`src/inc/tsr_defs.vh`:
```
// Purpose: Constants for the temperature sensor readout block.
// Assumes: System clock of 40 MHz; times are given in their own units.
// Notes: Included by both design files.
`ifndef TSR_DEFS_VH
`define TSR_DEFS_VH
`define TSR_CLK_HZ 40000000
`define TSR_TOUT_MIN_MS 15
`define TSR_TOUT_MAX_MS 45
`define TSR_TOUT_MS 30
`define TSR_TOUT_CYC (`TSR_TOUT_MS * (`TSR_CLK_HZ / 1000))
`define TSR_FILT_LEN 4
`define TSR_PTR_TEMP 3'h0
`define TSR_PTR_CFG 3'h1
`define TSR_PTR_CTRL 3'h4
`define TSR_CFG_SHDN 7
`define TSR_CFG_ONESHOT 2
`define TSR_CFG_RST 8'h40
`define TSR_CFG_WMASK 8'hC0
`define TSR_CTRL_RES_HI 6
`define TSR_CTRL_RES_LO 5
`define TSR_CTRL_READY 0
`define TSR_CTRL_RST 8'h08
`define TSR_CTRL_WMASK 8'h60
`define TSR_TEMP_RST 16'h7FFC
`define TSR_TEMP_ONESHOT 16'h8000
`define TSR_ADDR_HI 4'h9
`define TSR_ADDR_V0_FLOAT 3'h0
`define TSR_ADDR_V0_GND 3'h1
`define TSR_ADDR_V0_VDD 3'h2
`define TSR_ADDR_V1_FLOAT 3'h4
`define TSR_ADDR_V1_GND 3'h5
`define TSR_ADDR_V1_VDD 3'h6
`define TSR_PIN_FLOAT 2'h0
`define TSR_PIN_GND 2'h1
`define TSR_PIN_VDD 2'h2
`endif

```
`src/hw/tsr_line_filter.v`:
```
// Purpose: Synchronise and glitch filter one bus line.
// Assumes: Input is asynchronous to the system clock.
// Notes: Output changes only after a stable run of samples.
`timescale 1ns/1ps
`include "tsr_defs.vh"
module tsr_line_filter
(
    // Clock and reset
    input wire i_clk_sys,
    input wire i_rst_b,
    // Line
    input wire i_line,
    output reg o_line
);
    reg sync_a;
    reg sync_b;
    reg [2:0] run;

    always @(posedge i_clk_sys or negedge i_rst_b)
    begin
        if (!i_rst_b)
        begin
            sync_a <= 1'b1;
            sync_b <= 1'b1;
            run <= 3'h0;
            o_line <= 1'b1;
        end
        else
        begin
            sync_a <= i_line;
            sync_b <= sync_a;
            if (sync_b == o_line)
                run <= 3'h0;
            else if (run == `TSR_FILT_LEN - 1)
            begin
                run <= 3'h0;
                o_line <= sync_b;
            end
            else
                run <= run + 3'h1;
        end
    end
endmodule // tsr_line_filter

```
`src/hw/tsr_readout.v`:
```
// Purpose: Digital side of a die temperature sensor with a two-wire slave port.
// Assumes: Converter delivers a 16-bit left-justified result with a done pulse.
// Notes: Registers reached only through the two-wire port; pointer at 0 gives result.
`timescale 1ns/1ps
`include "tsr_defs.vh"
module tsr_readout
#(
    parameter TOUT_CYC = `TSR_TOUT_CYC
)
(
    // Clock and reset
    input wire i_clk_sys,
    input wire i_rst_b,
    // Two-wire bus
    input wire i_scl,
    input wire i_sda,
    output reg o_sda,
    output reg o_sda_oe,
    // Address straps
    input wire [1:0] i_addr_pin,
    input wire i_addr_variant,
    // Converter
    input wire i_conv_done,
    input wire [15:0] i_conv_data,
    output reg o_conv_start,
    output reg o_shutdown
);
    localparam S_IDLE = 6'b000001;
    localparam S_ADDR = 6'b000010;
    localparam S_ACK = 6'b000100;
    localparam S_WBYTE = 6'b001000;
    localparam S_RBYTE = 6'b010000;
    localparam S_RACK = 6'b100000;

    wire scl_f;
    wire sda_f;
    reg scl_q;
    reg sda_q;
    reg [5:0] state;
    reg [7:0] shreg;
    reg [3:0] bitcnt;
    reg rd;
    reg [1:0] wcount;
    reg [2:0] ptr;
    reg byte_sel;
    reg [7:0] cfg;
    reg [7:0] ctrl;
    reg [15:0] temp;
    reg oneshot_busy;
    reg oneshot_wr;
    reg conv_active;
    reg [2:0] strap_a;
    reg [2:0] strap_b;
    reg [6:0] my_addr;
    reg [31:0] tout_cnt;

    function [15:0] res_mask;
        input [1:0] res;
        begin
            case (res)
                2'h0: res_mask = 16'hFFE0;
                2'h1: res_mask = 16'hFFF0;
                2'h2: res_mask = 16'hFFF8;
                default: res_mask = 16'hFFFC;
            endcase
        end
    endfunction

    function [7:0] reg_byte;
        input [2:0] p;
        input hi;
        begin
            case (p)
                `TSR_PTR_TEMP: reg_byte = hi ? temp[15:8] : temp[7:0];
                `TSR_PTR_CFG: reg_byte = cfg;
                `TSR_PTR_CTRL: reg_byte = ctrl;
                default: reg_byte = 8'h00;
            endcase
        end
    endfunction

    function ptr_ok;
        input [2:0] p;
        begin
            ptr_ok = (p == `TSR_PTR_TEMP) || (p == `TSR_PTR_CFG) || (p == `TSR_PTR_CTRL);
        end
    endfunction

    tsr_line_filter u_scl_filt
    (
        .i_clk_sys(i_clk_sys),
        .i_rst_b(i_rst_b),
        .i_line(i_scl),
        .o_line(scl_f)
    );

    tsr_line_filter u_sda_filt
    (
        .i_clk_sys(i_clk_sys),
        .i_rst_b(i_rst_b),
        .i_line(i_sda),
        .o_line(sda_f)
    );

    wire scl_rise = scl_f & ~scl_q;
    wire scl_fall = ~scl_f & scl_q;
    wire start_ev = scl_f & scl_q & sda_q & ~sda_f;
    wire stop_ev = scl_f & scl_q & ~sda_q & sda_f;
    wire tout = (tout_cnt >= TOUT_CYC - 1);
    wire [7:0] shifted = {shreg[6:0], sda_f};
    wire [7:0] rd_byte = reg_byte(ptr, byte_sel);

    always @(posedge i_clk_sys or negedge i_rst_b)
    begin
        if (!i_rst_b)
        begin
            strap_a <= 3'h0;
            strap_b <= 3'h0;
            my_addr <= {`TSR_ADDR_HI, `TSR_ADDR_V0_FLOAT};
        end
        else
        begin
            // Straps are pins, so they pass two flip-flops before decoding.
            strap_a <= {i_addr_variant, i_addr_pin};
            strap_b <= strap_a;
            case (strap_b[1:0])
                `TSR_PIN_FLOAT: my_addr <= {`TSR_ADDR_HI, strap_b[2] ? `TSR_ADDR_V1_FLOAT : `TSR_ADDR_V0_FLOAT};
                `TSR_PIN_GND: my_addr <= {`TSR_ADDR_HI, strap_b[2] ? `TSR_ADDR_V1_GND : `TSR_ADDR_V0_GND};
                default: my_addr <= {`TSR_ADDR_HI, strap_b[2] ? `TSR_ADDR_V1_VDD : `TSR_ADDR_V0_VDD};
            endcase
        end
    end

    always @(posedge i_clk_sys or negedge i_rst_b)
    begin
        if (!i_rst_b)
            tout_cnt <= 32'h0;
        else if (scl_f & sda_f)
            tout_cnt <= 32'h0;
        else if (!tout)
            tout_cnt <= tout_cnt + 32'h1;
    end

    // Serial slave machine; the data line is only ever pulled low or released.
    always @(posedge i_clk_sys or negedge i_rst_b)
    begin
        if (!i_rst_b)
        begin
            scl_q <= 1'b1;
            sda_q <= 1'b1;
            state <= S_IDLE;
            shreg <= 8'h00;
            bitcnt <= 4'h0;
            rd <= 1'b0;
            wcount <= 2'h0;
            ptr <= `TSR_PTR_TEMP;
            byte_sel <= 1'b1;
            o_sda <= 1'b0;
            o_sda_oe <= 1'b0;
            cfg <= `TSR_CFG_RST;
            oneshot_wr <= 1'b0;
            ctrl <= `TSR_CTRL_RST;
        end
        else
        begin
            scl_q <= scl_f;
            sda_q <= sda_f;
            o_sda <= 1'b0;
            oneshot_wr <= 1'b0;
            if (tout)
            begin
                state <= S_IDLE;
                o_sda_oe <= 1'b0;
            end
            else if (start_ev)
            begin
                state <= S_ADDR;
                bitcnt <= 4'h0;
                o_sda_oe <= 1'b0;
                byte_sel <= 1'b1;
            end
            else if (stop_ev)
            begin
                state <= S_IDLE;
                o_sda_oe <= 1'b0;
            end
            else
            begin
                case (state)
                    S_IDLE:
                        o_sda_oe <= 1'b0;
                    S_ADDR, S_WBYTE:
                        if (scl_rise)
                        begin
                            shreg <= shifted;
                            bitcnt <= bitcnt + 4'h1;
                        end
                        else if (scl_fall && bitcnt == 4'h8)
                        begin
                            bitcnt <= 4'h0;
                            if (state == S_ADDR)
                            begin
                                if (shreg[7:1] == my_addr)
                                begin
                                    o_sda_oe <= 1'b1;
                                    rd <= shreg[0];
                                    wcount <= 2'h0;
                                    state <= S_ACK;
                                end
                                else
                                    state <= S_IDLE;
                            end
                            else if (wcount == 2'h0 && !ptr_ok(shreg[2:0]))
                                state <= S_IDLE;
                            else
                            begin
                                o_sda_oe <= 1'b1;
                                state <= S_ACK;
                                if (wcount == 2'h0)
                                    ptr <= shreg[2:0];
                                else if (ptr == `TSR_PTR_CFG)
                                begin
                                    cfg <= shreg & `TSR_CFG_WMASK;
                                    oneshot_wr <= shreg[`TSR_CFG_ONESHOT];
                                end
                                else if (ptr == `TSR_PTR_CTRL)
                                    ctrl <= (ctrl & ~`TSR_CTRL_WMASK) | (shreg & `TSR_CTRL_WMASK);
                                if (wcount != 2'h3)
                                    wcount <= wcount + 2'h1;
                            end
                        end
                    S_ACK:
                        if (scl_fall)
                        begin
                            if (rd)
                            begin
                                shreg <= rd_byte;
                                o_sda_oe <= ~rd_byte[7];
                                bitcnt <= 4'h1;
                                state <= S_RBYTE;
                            end
                            else
                            begin
                                o_sda_oe <= 1'b0;
                                state <= S_WBYTE;
                            end
                        end
                    S_RBYTE:
                        if (scl_fall)
                        begin
                            if (bitcnt == 4'h8)
                            begin
                                o_sda_oe <= 1'b0;
                                byte_sel <= ~byte_sel;
                                state <= S_RACK;
                            end
                            else
                            begin
                                o_sda_oe <= ~shreg[6];
                                shreg <= {shreg[6:0], 1'b0};
                                bitcnt <= bitcnt + 4'h1;
                            end
                        end
                    S_RACK:
                        if (scl_rise)
                            state <= sda_f ? S_IDLE : S_ACK;
                    default:
                        state <= S_IDLE;
                endcase
            end
            // Flag updates come last so a finishing conversion wins over a host write.
            if (o_conv_start && oneshot_busy)
                ctrl[`TSR_CTRL_READY] <= 1'b0;
            if (conv_active && i_conv_done)
                ctrl[`TSR_CTRL_READY] <= 1'b1;
        end
    end

    // Converter sequencing and result register.
    always @(posedge i_clk_sys or negedge i_rst_b)
    begin
        if (!i_rst_b)
        begin
            temp <= `TSR_TEMP_RST;
            oneshot_busy <= 1'b0;
            conv_active <= 1'b0;
            o_conv_start <= 1'b0;
            o_shutdown <= 1'b0;
        end
        else
        begin
            o_conv_start <= 1'b0;
            o_shutdown <= cfg[`TSR_CFG_SHDN] & ~conv_active;
            if (conv_active && i_conv_done)
            begin
                conv_active <= 1'b0;
                oneshot_busy <= 1'b0;
                temp <= i_conv_data & res_mask(ctrl[`TSR_CTRL_RES_HI:`TSR_CTRL_RES_LO]);
            end
            else if (!conv_active && !o_conv_start)
            begin
                if (!cfg[`TSR_CFG_SHDN])
                begin
                    conv_active <= 1'b1;
                    o_conv_start <= 1'b1;
                end
                // A trigger written while a conversion is still finishing is dropped.
                else if (oneshot_wr)
                begin
                    conv_active <= 1'b1;
                    o_conv_start <= 1'b1;
                    oneshot_busy <= 1'b1;
                    temp <= `TSR_TEMP_ONESHOT;
                end
            end
        end
    end
endmodule // tsr_readout

```
`config.mk`:
```
export PLATFORM = sky130hd
export DESIGN_NAME = tsr_readout
export DESIGN_NICKNAME = d
export VERILOG_FILES = /design/src/hw/tsr_line_filter.v /design/src/hw/tsr_readout.v
export VERILOG_INCLUDE_DIRS = /design/src /design/src/inc
export SDC_FILE = /design/constraint.sdc
export NUM_CORES = 1
export LEC_CHECK = 0
export ABC_AREA = 1
export BUFFER_PORTS_ARGS = -buffer_cell sky130_fd_sc_hd__clkbuf_2
export CORE_AREA = 2 2 108 110
export CTS_BUF_LIST = sky130_fd_sc_hd__clkbuf_4
export DETAILED_ROUTE_END_ITERATION = 10
export DIE_AREA = 0 0 110 112
export GPL_ROUTABILITY_DRIVEN = 0
export GPL_TIMING_DRIVEN = 0
export PLACE_DENSITY_LB_ADDON = 0.1
export SYNTH_ARGS = -nofsm -noshare
export SYNTH_HDL_FRONTEND = slang
export SYNTH_SLANG_ARGS = --single-unit
export TNS_END_PERCENT = 100
```
`constraint.sdc`:
```
create_clock -name i_clk_sys -period 4.3 [get_ports i_clk_sys]
set_clock_uncertainty 0.05 [all_clocks]
set_input_delay 0.86 -clock i_clk_sys [delete_from_list [all_inputs] [get_ports i_clk_sys]]
set_output_delay 0.86 -clock i_clk_sys [all_outputs]
set_load 0.02 [all_outputs]
```
; ---- Word-level counts from Yosys, hierarchy flattened
; Index checks and enable logic that the tools add are counted.
[totals]
register_bits = 116
[classes]
add_sub_neg = 5
n_lt_le_gt_ge = 1
n_eq_ne = 52
n_mux = 104
n_bitwise = 29
reduce_logical = 44
[ops]
columns = op, n
row1 = $mux W16, 5
row2 = $mux W32, 2
row3 = $mux W6, 10
row4 = $mux W1, 51
row5 = $mux W8, 6
row6 = $pmux W8 S3, 2
row7 = $add A32 B1 Y32 const B, 1
row8 = $ge A32 B21 Y1 const B, 1
row9 = $mux W4, 8
row10 = $mux W3, 10
row11 = $ne A5 B5 Y1 const B, 6
row12 = $pmux W6 S5, 1
row13 = $ne A3 B1 Y1 const B, 9
row14 = $reduce_and A9 Y1, 3
row15 = $reduce_and A11 Y1, 2
row16 = $not A1 Y1, 18
row17 = $and A16 B16 Y16, 1
row18 = $ne A2 B2 Y1 const B, 8
row19 = $reduce_and A8 Y1, 2
row20 = $pmux W5 S3, 1
row21 = $reduce_and A7 Y1, 2
row22 = $reduce_bool A2 Y1, 7
row23 = $ne A3 B3 Y1 const B, 4
row24 = $ne A6 B6 Y1 const B, 2
row25 = other kinds (39), 73

; ---- Depth between registers and ports, before layout
[depth]
word_depth = 15
depth_mapped = 15
mapped_depth_nobuf = 15

; ---- By module
; A second synthesis with hierarchy kept.
[unflattened]
hier_cells = 705
hier_area_um2 = 5492.8
[by_module_without_submodules]
columns = mod, n_inst, cells_per_inst, area_each_um2, seq_area_each_um2
row1 = tsr_readout, 1, 655, 5007.3, 2349.8
row2 = tsr_line_filter, 2, 25, 242.7, 153.9

; ---- Worst setup path after synthesis
; Ideal clock, no wire load.
[synth_timing]
path_type = register to register
start = register tout_cnt[0]
end = register shreg[7]
setup_time_ns = 0.123
arrival_time_ns = 1.737
required_ns = 4.127
path_slack_ns = 2.389
path_stages_with_launch = 15
period_less_slack_ns = 1.911
cell_sequence = dfrtp_1 > ha_1 > nand2_1 > nor2_2 > nand2_1 > nand2_1 > nand2_1 > nand2_1 > nand2_2 > nand2_4 > nor2_4 > nand4_4 > buf_6 > nand2_1 > o21ai_2
[synth_between]
elab_chain_len = 3
[synth_rtl]
columns = item, line
row1 = "start, declared", tsr_readout.v:55  ; reg [31:0] tout_cnt;
row2 = "start signal, assigned", tsr_readout.v:141  ; tout_cnt <= tout_cnt + 32'h1;
row3 = $ge A32 B21 Y1, tsr_readout.v:109  ; wire tout = (tout_cnt >= TOUT_CYC - 1);
row4 = $not A1 Y1 (no source line), n/a
row5 = $reduce_and A9 Y1 (no source line), n/a
row6 = "end signal, assigned", tsr_readout.v:195  ; shreg <= shifted;
row7 = "end signal, assigned", tsr_readout.v:237  ; shreg <= rd_byte;
row8 = "end signal, assigned", tsr_readout.v:260  ; shreg <= {shreg[6:0], 1'b0};
row9 = "end, declared", tsr_readout.v:40  ; reg [7:0] shreg;
; No other way between the ends.
; A chain may end at the register's enable or synchronous reset.

; ---- Worst setup path after layout
; Same ends and word-level chain as after synthesis.

==> impl_metrics.py <==
metrics = {
    "timing": {
        "tightest_slew_ps": 827.8,
        "whs_ps": 317.1,
        "clock.fmax_mhz": 438.4,
        "finalHoldViolations": 0,
        "max_slew_margin_pct": 44.81,
        "drv_slew": 0,
        "tns_ps": 0,
        "setup_viol": 0,
        "rsz0062_at_grt": "no",
        "min_period_over_period_pct": 53.05,
        "period_needed_ps": 2281,
    },
    "critical_path": {
        "cp.arrival_ps": 2630,
        "start_kind": "flop",
        "reg2reg_slack_ps": 2020,
        "cpPeakStageDelay_ps": 460,
        "critPathMaxFanout": 10,
        "rr_worst_depth": 14,
        "timing.rr.start": "tout_cnt[0]",
        "cp_cell_sequence": "ha_1 -> nand2_1 -> nor2_2 -> nand2_1 -> nand2_1 -> nand2_1 -> nand2_1 -> nand2_2 -> nand2_4 -> nor2_4 -> nand4_4 -> buf_6 -> nand2_1 -> o21ai_2",
        "worstPathRequired_ps": 4650,
        "critPathKind": "reg -> reg",
        "critPathSlowestCell": "dfrtp_1",
        "end_kind": "flop",
        "r2r-end": "shreg[7]",
        "critPathMostFrequentCell": "nand2_1",
    },
    "min_path": {
        "hp-class": "reg -> reg",
        "min_path_cells": 0,
        "hold_path_end": "u_scl_filt.sync_b",
        "min-delay-start": "u_scl_filt.sync_a",
    },
    "final_layout": {
        "layout_common_cells": "140 x nand2_1, 92 x inv_1, 81 x dfrtp_1, 76 x nor2_1, 49 x o21ai_0",
        "fill_cells": 1073,
        "final-seq-area_um2": 2658,
        "drive_above_1_share_pct": 16.53,
        "antenna_cells": 0,
        "layout_commonest_cell": "nand2_1",
        "syn_to_final_growth_pct": 7.940,
        "finalNetCount": 734,
        "multi_input_area_um2": 2326,
        "stdcell_area_um2": 5868,
    },
    "routing": {
        "firstDrtPassIters": 5,
        "drc": 0,
        "via_per_inst": 5.302,
        "routed_wl_mm": 12.06,
        "routedWlPerCell_um": 14.18,
        "ant_nets": 0,
        "vias": 4512,
        "dr.first_iter.drc_count": 321,
    },
    "power_and_ir_drop": {
        "power.density_nw_per_um2": 437.9,
        "vdd_drop_max_mv": 0.2666,
        "p_leak_nw": 2.848,
    },
    "synthesis": {
        "synth.avg_cell_area_um2": 8.138,
        "synth_area_leaders": "dfrtp_1 37%, dfstp_2 12%, nand2_1 9.7%",
        "async_flop_share_pct": 100.0,
        "synth_top_area_cell": "dfrtp_1",
        "synth.net_count": 699,
        "netlist.area_leader.share_pct": 37.28,
        "ys_ff_latch": 105,
        "ys_types": 45,
        "ys.flop_type": "dfrtp_1",
        "synthCells": 668,
        "yosysSeqAreaShare_pct": 48.88,
        "yosys_warnings": 0,
        "syn_area_um2": 5436,
        "synth_edf_count": 0,
    },
    "floorplanning": {
        "rows": 39,
        "dieWidth_um": 110,
        "die_y_um": 112,
        "start_util_pct": 48.65,
        "dieArea_um2": 12320,
        "io_pins": 28,
        "coreArea_um2": 11170,
    },
    "grt": {
        "grt_max_degree": 106,
        "overflow": 0,
        "grt_util_all_layers_pct": 21.71,
        "first_global_vias": 4422,
        "antenna_found_initial": 0,
        "grt_pass1_wl_mm": 20.86,
    },
    "clock_network": {
        "post_cts_buffers": 0,
        "root_buffer": "clkbuf_4",
        "cts_hold_buf": 0,
        "clk_path_buf_depth": 2,
        "cts_resized": 0,
        "cts_tree": "done",
        "clock_latency_ps": 490,
        "htreeDepth": 3,
        "numCtsBuffers": 9,
        "cts.sinks": 105,
        "clk_pin_slew_ps": 160,
    },
    "outcome": {
        "status": "finished, final reports clean",
    },
    "placement": {
        "place_area_um2": 5744,
        "io_buffers": 24,
        "hpwl_mm": 8.954,
    },
    "job": {
        "maxCapViolations": 0,
    },
}
==> sequential cells by signal, indices dropped and copies added, names as in the netlist, 3 cells and up <==
signal and flops:
bitcnt 4, ctrl 3, my_addr 3, ptr 3
shreg 8, state 6, strap_a 3, strap_b 3
temp 14, tout_cnt 32, u_scl_filt.run 3, u_sda_filt.run 3
==> final cells by class <==
type	instances	share of cell area (%)
sequential	105	45.29
clock inverter	5	0.7036
buffer	13	1.386
tap	143	3.049
clock buffer	11	1.407
multi-input combinational	451	39.64
timing repair buffer	24	2.196
inverter	99	6.333
==> cell usage after synthesis (all sizes together) (2+ instances only) <==
cell	instances
dfstp	24
nor3b	2
nand2	149
o21ai	63
a22o	6
buf	8
ha	7
xor2	7
nor2	90
nor3	14
a211oi	2
nand3b	3
a22oi	3
nand3	43
o31ai	2
dfrtp	81
nor4	9
inv	99
clkbuf	5
nand4	22
a21oi	18
o22ai	2
xnor2	3
==> worst max-delay path, delay by kind of cell, from the launching register on <==
| kind | cells | cell delay, ps |
|---|---|---|
| simple gates | 11 | 1120 |
| flops | 1 | 460 |
| fa+ha+maj | 1 | 270 |
| buf+inv | 1 | 210 |
| compound gates | 1 | 50 |
==> power by group <==
part / internal, mW / leakage [nW] / switching [mW]
clock: 0.137 / 0.0641 / 0.340
sequential: 1.21 / 1.33 / 0.135
combinational: 0.258 / 1.45 / 0.494
total: 1.60 / 2.85 / 0.968
==> routing by layer <==
layer / vias to the layer above / track usage (%) / share of wire (%)
met2: 90 / 33.21 / 46
met4: 0 / 7.764 / 1.7
met5: - / 0 / 0
li1: 2240 / - / -
met3: 17 / 3.279 / 3.2
met1: 2165 / 31.20 / 49
==> logic make-up after synthesis <==
logic type	Yosys count	share of synthesized area, %
other cells	1	0.06898
flops	105	48.88
compound gates	100	10.98
simple gates	333	28.52
fa+ha+maj	7	1.611
buf+inv	112	8.331
xor+xnor	10	1.611
==> per-stage QoR <==
step                setup slack, ps  util, %  instances  power, mW
detailed placement             2034    51.41        835      2.115
global route                   1805    52.51        851      2.770
global placement              885.6    51.33        835      2.083
finish                         2019    52.51        851      2.570
CTS                            2011    52.51        851      2.591
floorplan                      2389        -        668      1.886
==> worst max-delay path by stage <==
stage	end	startpoint	slack [ps]
2_1_floorplan	shreg[7]	tout_cnt[0]	2390
3_3_place_gp	strap_a[2]	i_rst_b	890
3_5_place_dp	shreg[7]	tout_cnt[0]	2030
4_1_cts	shreg[7]	tout_cnt[0]	2010
5_1_grt	tout_cnt[9]	tout_cnt[0]	1800
6_report	shreg[7]	tout_cnt[0]	2020
No activity file was read; power rests on OpenSTA's default activity.
